`src/rtl/radar_regs_pkg.sv`:
```
// Purpose: Constants and types for the radar module host register bank
// Assumes: One 100 MHz clock; register requests already decoded from the serial link
// Notes:   Register addresses are word indices as seen by the host protocol
//
// Notes on behaviour
// Source active when pending and enabled
// Cleared enable bit blocks source; zero blocks all
// Bit 0 created, bit 1 activated
// Bit 8 new data ready
// Bits 16-19 error, command, mode, create-fail
// Mode zero holds interrupt pin inactive
// Mode one: pin active while enabled source active
// Read-only 16-bit part code; writes ignored
// Version packed major, minor, patch bytes
// Read-only highest supported baud rate
// Serial baud rate 115200 after reset
// Read-only count of waiting output data
// Writable config; metadata refreshed on create/data
// Range start and length in millimetres
// Mode one paces measurements precisely from rate
// Mode two caps rate; zero means uncapped
// Update rate counted in millihertz
// Gain accepted from 0 to 1000
// Power level codes off, sleep, ready, active
// Pending bits sticky, set even when disabled
// Host programs enables, services by clearing pending
package radar_regs_pkg;

    ////////////////////////////////////////////////////////////////////////////////
    // Register addresses
    localparam logic [7:0] ADDR_IRQ_PENDING  = 8'h06;
    localparam logic [7:0] ADDR_SERIAL_BAUD  = 8'h07;
    localparam logic [7:0] ADDR_IRQ_ENABLE   = 8'h08;
    localparam logic [7:0] ADDR_IRQ_PIN_SEL  = 8'h09;
    localparam logic [7:0] ADDR_MODULE_SLEEP = 8'h0A;
    localparam logic [7:0] ADDR_PART_CODE    = 8'h10;
    localparam logic [7:0] ADDR_FIRMWARE     = 8'h11;
    localparam logic [7:0] ADDR_TOP_SPEED    = 8'h12;
    localparam logic [7:0] ADDR_SWEEP_BEGIN  = 8'h20;
    localparam logic [7:0] ADDR_SWEEP_SPAN   = 8'h21;
    localparam logic [7:0] ADDR_CADENCE_SRC  = 8'h22;
    localparam logic [7:0] ADDR_CADENCE_MHZ  = 8'h23;
    localparam logic [7:0] ADDR_RX_AMP       = 8'h24;
    localparam logic [7:0] ADDR_CHIP_SLEEP   = 8'h25;
    localparam logic [7:0] ADDR_PENDING_OUT  = 8'hE9;

    ////////////////////////////////////////////////////////////////////////////////
    // Interrupt bit positions and values
    localparam int BIT_CREATED     = 0;
    localparam int BIT_ACTIVATED   = 1;
    localparam int BIT_DATA_READY  = 8;
    localparam int BIT_ERROR       = 16;
    localparam int BIT_BAD_COMMAND = 17;
    localparam int BIT_BAD_MODE    = 18;
    localparam int BIT_CREATE_FAIL = 19;
    localparam logic [31:0] PIN_SEL_OFF    = 32'h0000_0000;
    localparam logic [31:0] PIN_SEL_ACTIVE = 32'h0000_0001;
    localparam logic [31:0] ZERO_WORD      = 32'h0000_0000;

    ////////////////////////////////////////////////////////////////////////////////
    // Reset values, limits and field positions
    localparam logic [31:0] DEFAULT_BAUD   = 32'h0001_C200;
    localparam logic [31:0] GAIN_MAX       = 32'h0000_03E8;
    localparam logic [31:0] CADENCE_SENSOR = 32'h0000_0001;
    localparam logic [31:0] CADENCE_LIMIT  = 32'h0000_0002;
    localparam int          POWER_W        = 2;

    ////////////////////////////////////////////////////////////////////////////////
    // Pacing: the accumulator wraps once per second of millihertz
    localparam longint      CLK_HZ      = 100_000_000;
    localparam longint      MHZ_PER_HZ  = 1_000;
    localparam int          PACE_W      = 40;
    localparam logic [39:0] PACE_WRAP   = 40'(CLK_HZ * MHZ_PER_HZ);

    ////////////////////////////////////////////////////////////////////////////////
    // Types
    typedef enum logic [1:0] {PWR_OFF, PWR_SLEEP, PWR_READY, PWR_ACTIVE} power_level_t;

    typedef struct packed {
        logic        valid;
        logic        write;
        logic [7:0]  addr;
        logic [31:0] wdata;
    } reg_req_t;

    typedef struct packed {
        logic        valid;
        logic        err;
        logic [31:0] rdata;
    } reg_rsp_t;

    typedef struct packed {
        logic created;
        logic activated;
        logic data_ready;
        logic error;
        logic bad_command;
        logic bad_mode;
        logic create_fail;
    } events_t;

    typedef struct packed {
        logic [31:0]  sweep_begin_mm;
        logic [31:0]  sweep_span_mm;
        logic [31:0]  cadence_source;
        logic [31:0]  cadence_millihertz;
        logic [31:0]  rx_amplification;
        power_level_t radar_chip_sleep_level;
        logic [31:0]  module_sleep_config;
    } meas_cfg_t;

endpackage : radar_regs_pkg

```
`src/rtl/radar_host_regs.sv`:
```
// Purpose: Host-facing register bank, interrupt pin and measurement pacing
// Assumes: Requests and events come from logic on clk_sys
// Notes:   Answer to every request one cycle later; unmapped reads give err
`timescale 1ns/1ns
`default_nettype none

module radar_host_regs #(
    parameter logic [15:0] PART_CODE = 16'h5A01,    // Arbitrary value
    parameter logic [7:0]  FW_MAJOR  = 8'h01,
    parameter logic [7:0]  FW_MINOR  = 8'h00,
    parameter logic [7:0]  FW_PATCH  = 8'h00,
    parameter logic [31:0] TOP_BAUD  = 32'h000F_4240
) (
    input  wire logic                     clk_sys,
    input  wire logic                     rst,
    input  wire radar_regs_pkg::reg_req_t req,
    input  wire radar_regs_pkg::events_t  evt,
    input  wire logic [31:0]              buf_count,
    input  wire logic                     meas_req,
    output var  radar_regs_pkg::reg_rsp_t rsp,
    output logic                          host_int,
    output logic                          meas_tick,
    output var  radar_regs_pkg::meas_cfg_t cfg,
    output logic [31:0]                   serial_baud
);
    import radar_regs_pkg::*;

    logic [31:0]       irq_en;
    logic [31:0]       irq_sel;
    logic [31:0]       pending;
    logic [31:0]       snap_count;
    logic [PACE_W-1:0] pace_acc;
    logic [31:0]       next_irq_en;
    logic [31:0]       next_irq_sel;
    logic [31:0]       next_pending;
    logic [31:0]       next_snap_count;
    logic [31:0]       next_baud;
    meas_cfg_t         next_cfg;
    reg_rsp_t          next_rsp;
    logic              next_host_int;
    logic [PACE_W-1:0] next_pace_acc;
    logic              next_tick;
    logic [31:0]       set_vec;
    logic              wr;
    logic              rd;

    ////////////////////////////////////////////////////////////////////////////////
    // Event vector at the enable-register bit positions; unused bits stay zero
    always_comb
    begin
        set_vec                  = ZERO_WORD;
        set_vec[BIT_CREATED]     = evt.created;
        set_vec[BIT_ACTIVATED]   = evt.activated;
        set_vec[BIT_DATA_READY]  = evt.data_ready;
        set_vec[BIT_ERROR]       = evt.error;
        set_vec[BIT_BAD_COMMAND] = evt.bad_command;
        set_vec[BIT_BAD_MODE]    = evt.bad_mode;
        set_vec[BIT_CREATE_FAIL] = evt.create_fail;
    end

    // Request decode; every request is taken in the cycle that it stands
    assign wr = req.valid && req.write;
    assign rd = req.valid && !req.write;

    ////////////////////////////////////////////////////////////////////////////////
    // Register writes, sticky pending bits and interrupt pin
    always_comb
    begin
        next_irq_en     = irq_en;
        next_irq_sel    = irq_sel;
        next_baud       = serial_baud;
        next_cfg        = cfg;
        next_snap_count = snap_count;
        next_pending    = pending;
        if (wr)
        begin
            unique case (req.addr)
                ADDR_IRQ_PENDING:  next_pending = pending & ~req.wdata;   // Write one to clear
                ADDR_SERIAL_BAUD:  next_baud = req.wdata;
                ADDR_IRQ_ENABLE:   next_irq_en = req.wdata;
                ADDR_IRQ_PIN_SEL:  next_irq_sel = req.wdata;
                ADDR_MODULE_SLEEP: next_cfg.module_sleep_config = req.wdata;
                ADDR_SWEEP_BEGIN:  next_cfg.sweep_begin_mm = req.wdata;
                ADDR_SWEEP_SPAN:   next_cfg.sweep_span_mm = req.wdata;
                ADDR_CADENCE_SRC:  next_cfg.cadence_source = req.wdata;
                ADDR_CADENCE_MHZ:  next_cfg.cadence_millihertz = req.wdata;
                ADDR_RX_AMP:       next_cfg.rx_amplification =
                                       (req.wdata > GAIN_MAX) ? GAIN_MAX : req.wdata;
                ADDR_CHIP_SLEEP:   next_cfg.radar_chip_sleep_level =
                                       power_level_t'(req.wdata[POWER_W-1:0]);
                default:           next_pending = pending;   // Read-only or unmapped: no effect; see
            endcase
        end
        // Events set pending even when disabled, and win over a clear
        next_pending = next_pending | set_vec;
        // Metadata refreshed only on create or new data
        if (evt.created || evt.data_ready)
            next_snap_count = buf_count;
        // Pin follows enabled pending sources in mode one only
        next_host_int = (irq_sel == PIN_SEL_ACTIVE) && |(pending & irq_en);
    end

    ////////////////////////////////////////////////////////////////////////////////
    // Read answers
    always_comb
    begin
        next_rsp       = '0;
        next_rsp.valid = req.valid;
        if (rd)
        begin
            unique case (req.addr)
                ADDR_IRQ_PENDING:  next_rsp.rdata = pending;
                ADDR_SERIAL_BAUD:  next_rsp.rdata = serial_baud;
                ADDR_IRQ_ENABLE:   next_rsp.rdata = irq_en;
                ADDR_IRQ_PIN_SEL:  next_rsp.rdata = irq_sel;
                ADDR_MODULE_SLEEP: next_rsp.rdata = cfg.module_sleep_config;
                ADDR_PART_CODE:    next_rsp.rdata = {16'h0000, PART_CODE};
                ADDR_FIRMWARE:     next_rsp.rdata = {8'h00, FW_MAJOR, FW_MINOR, FW_PATCH};
                ADDR_TOP_SPEED:    next_rsp.rdata = TOP_BAUD;
                ADDR_SWEEP_BEGIN:  next_rsp.rdata = cfg.sweep_begin_mm;
                ADDR_SWEEP_SPAN:   next_rsp.rdata = cfg.sweep_span_mm;
                ADDR_CADENCE_SRC:  next_rsp.rdata = cfg.cadence_source;
                ADDR_CADENCE_MHZ:  next_rsp.rdata = cfg.cadence_millihertz;
                ADDR_RX_AMP:       next_rsp.rdata = cfg.rx_amplification;
                ADDR_CHIP_SLEEP:   next_rsp.rdata = {30'h0, cfg.radar_chip_sleep_level};
                ADDR_PENDING_OUT:  next_rsp.rdata = snap_count;
                default:           next_rsp.err = 1'b1;
            endcase
        end
    end

    ////////////////////////////////////////////////////////////////////////////////
    // Measurement pacing; rate accumulates once per clock in millihertz
    // A 32-bit rate stays far below the wrap, so at most one tick per clock.
    // In cap mode a request without full credit is dropped, not remembered:
    // the caller must hold its request until the tick appears.
    always_comb
    begin
        next_pace_acc = '0;
        next_tick     = 1'b0;
        if (cfg.cadence_source == CADENCE_SENSOR && cfg.cadence_millihertz != ZERO_WORD)
        begin
            // Exact long-run rate: wrap a phase accumulator
            next_pace_acc = pace_acc + PACE_W'(cfg.cadence_millihertz);
            if (next_pace_acc >= PACE_WRAP)
            begin
                next_pace_acc = next_pace_acc - PACE_WRAP;
                next_tick     = 1'b1;
            end
        end
        else if (cfg.cadence_source == CADENCE_LIMIT)
        begin
            if (cfg.cadence_millihertz == ZERO_WORD)
                next_tick = meas_req;   // No cap; see
            else
            begin
                // Credit builds until one period has passed, then holds
                next_pace_acc = (pace_acc >= PACE_WRAP) ? pace_acc
                              : pace_acc + PACE_W'(cfg.cadence_millihertz);
                if (meas_req && pace_acc >= PACE_WRAP)
                begin
                    next_tick     = 1'b1;
                    next_pace_acc = '0;
                end
            end
        end
    end

    ////////////////////////////////////////////////////////////////////////////////
    // State registers
    always_ff @(posedge clk_sys or posedge rst)
    begin
        if (rst)
        begin
            irq_en      <= ZERO_WORD;
            irq_sel     <= PIN_SEL_OFF;
            pending     <= ZERO_WORD;
            snap_count  <= ZERO_WORD;
            serial_baud <= DEFAULT_BAUD;
            cfg         <= '0;
            rsp         <= '0;
            host_int    <= 1'b0;
            pace_acc    <= '0;
            meas_tick   <= 1'b0;
        end
        else
        begin
            irq_en      <= next_irq_en;
            irq_sel     <= next_irq_sel;
            pending     <= next_pending;
            snap_count  <= next_snap_count;
            serial_baud <= next_baud;
            cfg         <= next_cfg;
            rsp         <= next_rsp;
            host_int    <= next_host_int;
            pace_acc    <= next_pace_acc;
            meas_tick   <= next_tick;
        end
    end
endmodule : radar_host_regs

`default_nettype wire

```
`config.mk`:
```
export PLATFORM = sky130hd
export DESIGN_NAME = radar_host_regs
export DESIGN_NICKNAME = d
export VERILOG_FILES = /design/src/rtl/radar_regs_pkg.sv /design/src/rtl/radar_host_regs.sv
export SDC_FILE = /design/constraint.sdc
export NUM_CORES = 1
export LEC_CHECK = 0
export BUFFER_PORTS_ARGS = -buffer_cell sky130_fd_sc_hd__buf_2
export CORE_ASPECT_RATIO = 1.5
export CORE_MARGIN = 4
export CORE_UTILIZATION = 50
export DETAILED_ROUTE_END_ITERATION = 7
export MAX_ROUTING_LAYER = met4
export PLACE_DENSITY = 0.7
export SLEW_MARGIN = 10
export SYNTH_ARGS = -nofsm -noshare
export SYNTH_HDL_FRONTEND = slang
export SYNTH_SLANG_ARGS = --single-unit
```
`constraint.sdc`:
```
create_clock -name clk_sys -period 25.6 [get_ports clk_sys]
set_input_delay 2.56 -clock clk_sys [delete_from_list [all_inputs] [get_ports clk_sys]]
set_output_delay 2.56 -clock clk_sys [all_outputs]
set_load 0.1 [all_outputs]
```
==> impl_metrics.yaml, run 1 <==
timing:
  rsz0062_at_grt: "false"
  finalCriticalPeriod_ns: 5.12
  fmax_mhz: 195
  finalHoldViolCount: 0
  fin_skew_ns: 0.0187
  finalSetupViolations: 0
  finalCritPeriodShare_pct: 20.0
  maxSlewHeadroom_pct: 26.3
  setup_tns_ns: 0
  fin_hold_ws_ns: 0.516
  drv_slew: 0
  worst_pin_slew_ns: 1.10
floorplanning:
  die_y_um: 266
  fp.dieArea_mm2: 0.0477
  start_util_pct: 50.4
  pin_count: 346
  row_count: 94
  core_area_mm2: 0.0439
  die_w_um: 180
setup_path:
  path_cells: "ha_1, fa_1, a211oi_1, o211ai_1, nand2_1, a21oi_1, o21ai_0, o2111ai_1, nor3b_2, a31oi_1, a21oi_4, mux2_1, o22ai_1, o21a_1"
  critPathKind: "flop to flop"
  critPathMaxStageDelay_ns: 0.68
  cp.required_ns: 26.09
  cp.buffers_inverters: 0
  crit_start: "cfg[66]"
  cp_max_fo: 15
  cp_top_family: "compound AO/OA/AOI/OAI gates"
  r2r_start: "cfg[66]"
  arrival_ns: 5.61
  cp-start-kind: "flop"
  reg2reg_depth: 14
  critical_path_depth: 14
  r2r_slack_ns: 20.48
  end_kind: "flop"
  cp_slowest_cell: "nor3b_2"
layout:
  drive_gt1_share_pct: 34.5
  seqCellArea_mm2: 0.0108
  n_fill_cell: 3738
  multi_input_area_mm2: 0.0108
  nNetsFinal: 2391
  syn2layout_area_growth_pct: 16.6
  final_common_cell: "dfrtp_1"
  mostFrequentLayoutCells: "dfrtp_1, buf_2, mux2_2"
grt:
  gr-total-overflow: 0
  grt_pass1_vias: 19300
  grt_max_degree: 96
  antenna_found_initial: 6
  grt_pass1_wl_um: 124000
  grt_use_total_pct: 35.0
routing:
  wl_um: 84200
  wl_per_cell_um: 29.2
  routed_via_density: 6.53
  drc_errors: 0
  top_layer: "met4"
  postRouteAntennaNets: 0
  drtIter0Drc: 1864
  dr_wl_met2_um: 42500
  wl_met3_um: 6160
  m1WireLength_um: 29400
  dr.pass1.iters: 7
  dr_total_vias: 18800
place:
  portBuffers: 345
  gp_congestion: 1.03
  hpwl_um: 62200
hold_path:
  hold_start: "pending[17]"
  hold_depth: 1
  holdCritPathClass: "flop to flop"
synth:
  ys.flop_type: "dfrtp_1"
  synthCells: 1997
  syn_nets: 2115
  ys_types: 98
  synth_edf_count: 0
  synth_top_family_by_area: "multiplexers"
  yosys_warnings: 0
  ys_seq_area_share_pct: 48.7
  muxShareOfSynthArea_pct: 18.0
  syn_avg_cell_area_um2: 11.1
  ys_ff_latch: 430
  synthXorXnorAreaFrac_pct: 2.17
  synth_simple_gate_area_share_pct: 10.8
  synth_adder_area_share_pct: 1.96
  netlist_area_mm2: 0.0221
  postSynth.asyncResetShare_pct: 100
  synth_compound_area_share_pct: 15.5
power_and_ir_drop:
  powerDensity_mw_per_mm2: 60.6
  irDropWorstVdd_mv: 0.0483
  leakagePower_nw: 12.5
cts:
  postCtsSetupBuffers: 0
  cts_tree: "yes"
  ctsHtreeMaxLevel: 2
  clk_latency_ns: 0.56
  cts.clk_slew.worst_paths_ns: 0.06
  cts_root_buf: "clkbuf_16"
  clock-sinks: 430
  cts_hold_buf: 0
  clk_path_buf_depth: 3
  tritoncts.num_buffers: 43
  ctsResizeCount: 0
run_status:
  status: "completed"
job:
  cap_violations: 0
area by class of cell:
cell class / instances / area share [%]
sequential: 430 / 41.7
multi-input combinational: 1407 / 41.7
timing repair buffer: 374 / 7.55
clock buffer: 55 / 4.58
tap: 576 / 2.79
clock inverter: 21 / 1.26
inverter: 17 / 0.277
antenna: 6 / 0.0582
cells in the mapped netlist (all sizes together) (17+ instances only):
cell,instances,area (um2)
dfrtp,426,10700
and2,18,113
a222oi,25,250
o22ai,29,181
ha,33,413
o21ai,106,549
mux2i,64,641
nand4,24,150
inv,17,63.8
nor4,37,238
a21oi,107,584
nor2b,27,169
nor3,29,176
nand2,173,649
a21boi,31,236
clkbuf,96,362
buf,47,218
a221oi,34,322
nand3,21,105
nor2,99,372
xnor2,31,272
xor2,22,208
mux2,279,3140
a31oi,40,263
registers in the layout (all words and copies together) (netlist names):
name / count
rsp: 34
host_int: 1
pending: 32
snap_count: 32
serial_baud: 32
cfg: 194
irq_sel: 32
meas_tick: 1
irq_en: 32
pace_acc: 40
worst paths after layout:
path,endpoint
max reg2reg,pace_acc[12]
min in group asynchronous,pending[1]
min reg2reg,pending[17]
max,pace_acc[12]
min,pending[17]
max in group asynchronous,cfg[156]
metrics by stage:
step	cells	cell area, um2	setup WS, ns	power (W)	utilization, %
3_5_place_dp	2804	24300	20.08	0.000892	55.3
6_report	2886	25800	20.48	0.00156	58.8
5_1_grt	2886	25800	20.19	0.00160	58.8
3_3_place_gp	2804	24300	20.13	0.000890	55.3
2_1_floorplan	1997	22100	11.07	0.000841	-
4_1_cts	2880	25800	20.52	0.00157	58.8
cell families after synthesis:
family,after synthesis
xor gates and xnor gates,53
DFF,430
muxes,352
buffers and inverters,160
AOI/OAI and AO/OA,485
adders and majority gates,34
and+or+nand+nor,483
where the power goes:
| group | internal, W | switching, W |
|---|---|---|
| Clock | 0.000400 | 0.000282 |
| Combinational | 0.0000362 | 0.000130 |
| Sequential | 0.000695 | 0.0000196 |
worst register-to-register path: stages (launching register included):
cell and delay (ns):
dfrtp_1 0.46, ha_1 0.29, fa_1 0.43, a211oi_1 0.39
o211ai_1 0.27, nand2_1 0.18, a21oi_1 0.17, o21ai_0 0.20
o2111ai_1 0.36, nor3b_2 0.68, a31oi_1 0.33, a21oi_4 0.60
mux2_1 0.39, o22ai_1 0.17, o21a_1 0.14
metal layers:
layer  GRT usage [%]  vias to the layer above
met2            59.5                     1050
met4            20.5                        0
met3            5.85                      322
li1                -                     8009
met1            39.0                     9460
met5               -                        -
(Power assumes the default switching activity.)
==> run 2: changes to the inputs <==
==> constraint.sdc (replaced) <==
create_clock -name clk_sys -period 5.25 [get_ports clk_sys]
set_input_delay 0.525 -clock clk_sys [delete_from_list [all_inputs] [get_ports clk_sys]]
set_output_delay 0.525 -clock clk_sys [all_outputs]
set_load 0.1 [all_outputs]
==> run 2 against run 1 <==
The run now ends with design-rule violations left; via count is 0.24% higher; largest power group unchanged; combinational power grew to 5.0 times the previous value; non-clock buffer count rose by 10; first-iteration DRC count up 10%; routed wire length is 0.17% lower; design area is 0.38% higher; highest routed layer unchanged.
==> impl_metrics.yaml, run 2 (synthesis results as in run 1) <==
cts:
  ctsResizeCount: 0
  cts_hold_buf: 1
  ctsHtreeMaxLevel: 2
  clock-sinks: 430
  cts_tree: "yes"
  tritoncts.num_buffers: 43
  clk_latency_ns: 0.57
  postCtsSetupBuffers: 0
  clk_path_buf_depth: 3
  cts_root_buf: "clkbuf_16"
  cts.clk_slew.worst_paths_ns: 0.06
timing:
  worst_pin_slew_ns: 1.22
  drv_slew: 0
  maxSlewHeadroom_pct: 18.8
  fin_skew_ns: 0.0281
  finalCriticalPeriod_ns: 4.79
  finalHoldViolCount: 0
  finalCritPeriodShare_pct: 91.2
  fin_hold_ws_ns: 0.110
  finalSetupViolations: 0
  fmax_mhz: 209
  rsz0062_at_grt: "false"
power_and_ir_drop:
  power.total_w: 0.00760
  irDropWorstVdd_mv: 0.258
  powerDensity_mw_per_mm2: 294
  leakagePower_nw: 12.6
setup_path:
  arrival_ns: 5.21
  critPathKind: "flop to flop"
  cp.required_ns: 5.67
  cp-start-kind: "flop"
  cp_max_fo: 10
  end_kind: "flop"
layout:
  nNetsFinal: 2401
  final_common_cell: "dfrtp_1"
  syn2layout_area_growth_pct: 17.0
  largest_reg_flops: 194
  top_register: "cfg"
  final_area_mm2: 0.0259
  multi_input_area_mm2: 0.0108
  n_fill_cell: 3623
  mostFrequentLayoutCells: "dfrtp_1, buf_2, mux2_2"
  drive_gt1_share_pct: 34.9
  top_regs: "cfg: 194 flops, pace_acc: 40 flops, rsp: 34 flops"
  seqCellArea_mm2: 0.0108
floorplanning:
  core_area_mm2: 0.0439
  die_w_um: 180
  start_util_pct: 50.4
  fp.dieArea_mm2: 0.0477
  die_y_um: 266
  row_count: 94
  pin_count: 346
grt:
  grt_pass1_vias: 18900
  gr-total-overflow: 0
  grt_max_degree: 190
  grt_use_total_pct: 34.9
  grt_pass1_wl_um: 124000
  antenna_found_initial: 2
place:
  gp_congestion: 1.04
  hpwl_um: 62300
  place_area_mm2: 0.0244
  portBuffers: 345
routing:
  routed_via_density: 6.52
  postRouteAntennaNets: 0
  dr.pass1.iters: 8
  drtIter0Drc: 2057
  wl_per_cell_um: 29.0
  dr_total_vias: 18900
  drc_errors: 13
  wl_um: 84000
run_status:
  status: "finished with violations"
  violations: "design-rule violations"
job:
  cap_violations: 0
hold_path:
  holdCritPathClass: "input pin to flop"
==> run 2: cell count changes in the layout (fill, tap and decap cells not counted), sizes merged <==
| cell | previous run | this run |
|---|---|---|
| clkinv | 8 | 12 |
| bufinv | 7 | 5 |
| dlygate4sd3 | 0 | 1 |
| clkinvlp | 3 | 2 |
| inv | 20 | 19 |
| buf | 374 | 383 |
| clkbuf | 55 | 59 |
| diode | 6 | 1 |
==> run 2: power by group <==
group,internal [W],switching (W)
clock,0.00192,0.00138
sequential,0.00339,0.0000826
combinational,0.000182,0.000646
total,0.00550,0.00211
==> run 2: layer usage <==
metal / up-vias / global-route usage, % / share of wire, %
li1: 8023 / - / -
met1: 9492 / 39.6 / 36
met2: 1056 / 58.9 / 50
met3: 316 / 5.42 / 7.4
met4: 0 / 20.4 / 7.3
met5: - / - / 0
==> run 2: final cells by class <==
type / instances / area share, %
clock inverters: 21 / 0.996
flip-flops and latches: 430 / 41.6
diodes: 1 / 0.00967
repair buffers: 384 / 7.96
well taps: 576 / 2.78
multi-input cells: 1407 / 41.6
inverters: 17 / 0.261
clock buffers: 59 / 4.82
==> run 2: final timing paths <==
kind,start,end,slack [ns],cells past startpoint
max,cfg[66],pace_acc[16],0.46,15
min,req[41],rsp[33],0.11,1
max reg2reg,cfg[66],pace_acc[16],0.46,15
min reg2reg,cfg[163],cfg[163],0.52,2
max in group asynchronous,rst,cfg[23],3.31,4
min in group asynchronous,rst,irq_sel[4],0.48,3
==> run 2: worst max-delay path: stages, from the launching register on <==
cell,delay (ns)
dfrtp_1,0.44
ha_1,0.27
fa_1,0.44
a211oi_1,0.35
o21ai_1,0.24
nand2_1,0.12
nand3_1,0.24
a31oi_2,0.29
xor2_1,0.49
nand2_1,0.28
a2111oi_4,0.47
o21ai_4,0.16
a21oi_2,0.46
a21oi_1,0.12
xnor2_1,0.17
o22ai_1,0.09
==> run 2: per-stage QoR <==
stage,TNS [ns],setup slack (ns),instances,utilization [%]
6_report,0,0.459,2895,59.0
5_1_grt,0,0.115,2895,59.0
4_1_cts,0,0.599,2894,59.0
3_5_place_dp,0,0.621,2813,55.6
3_3_place_gp,0,0.626,2813,55.6
2_1_floorplan,-458.85,-1.08,1997,-
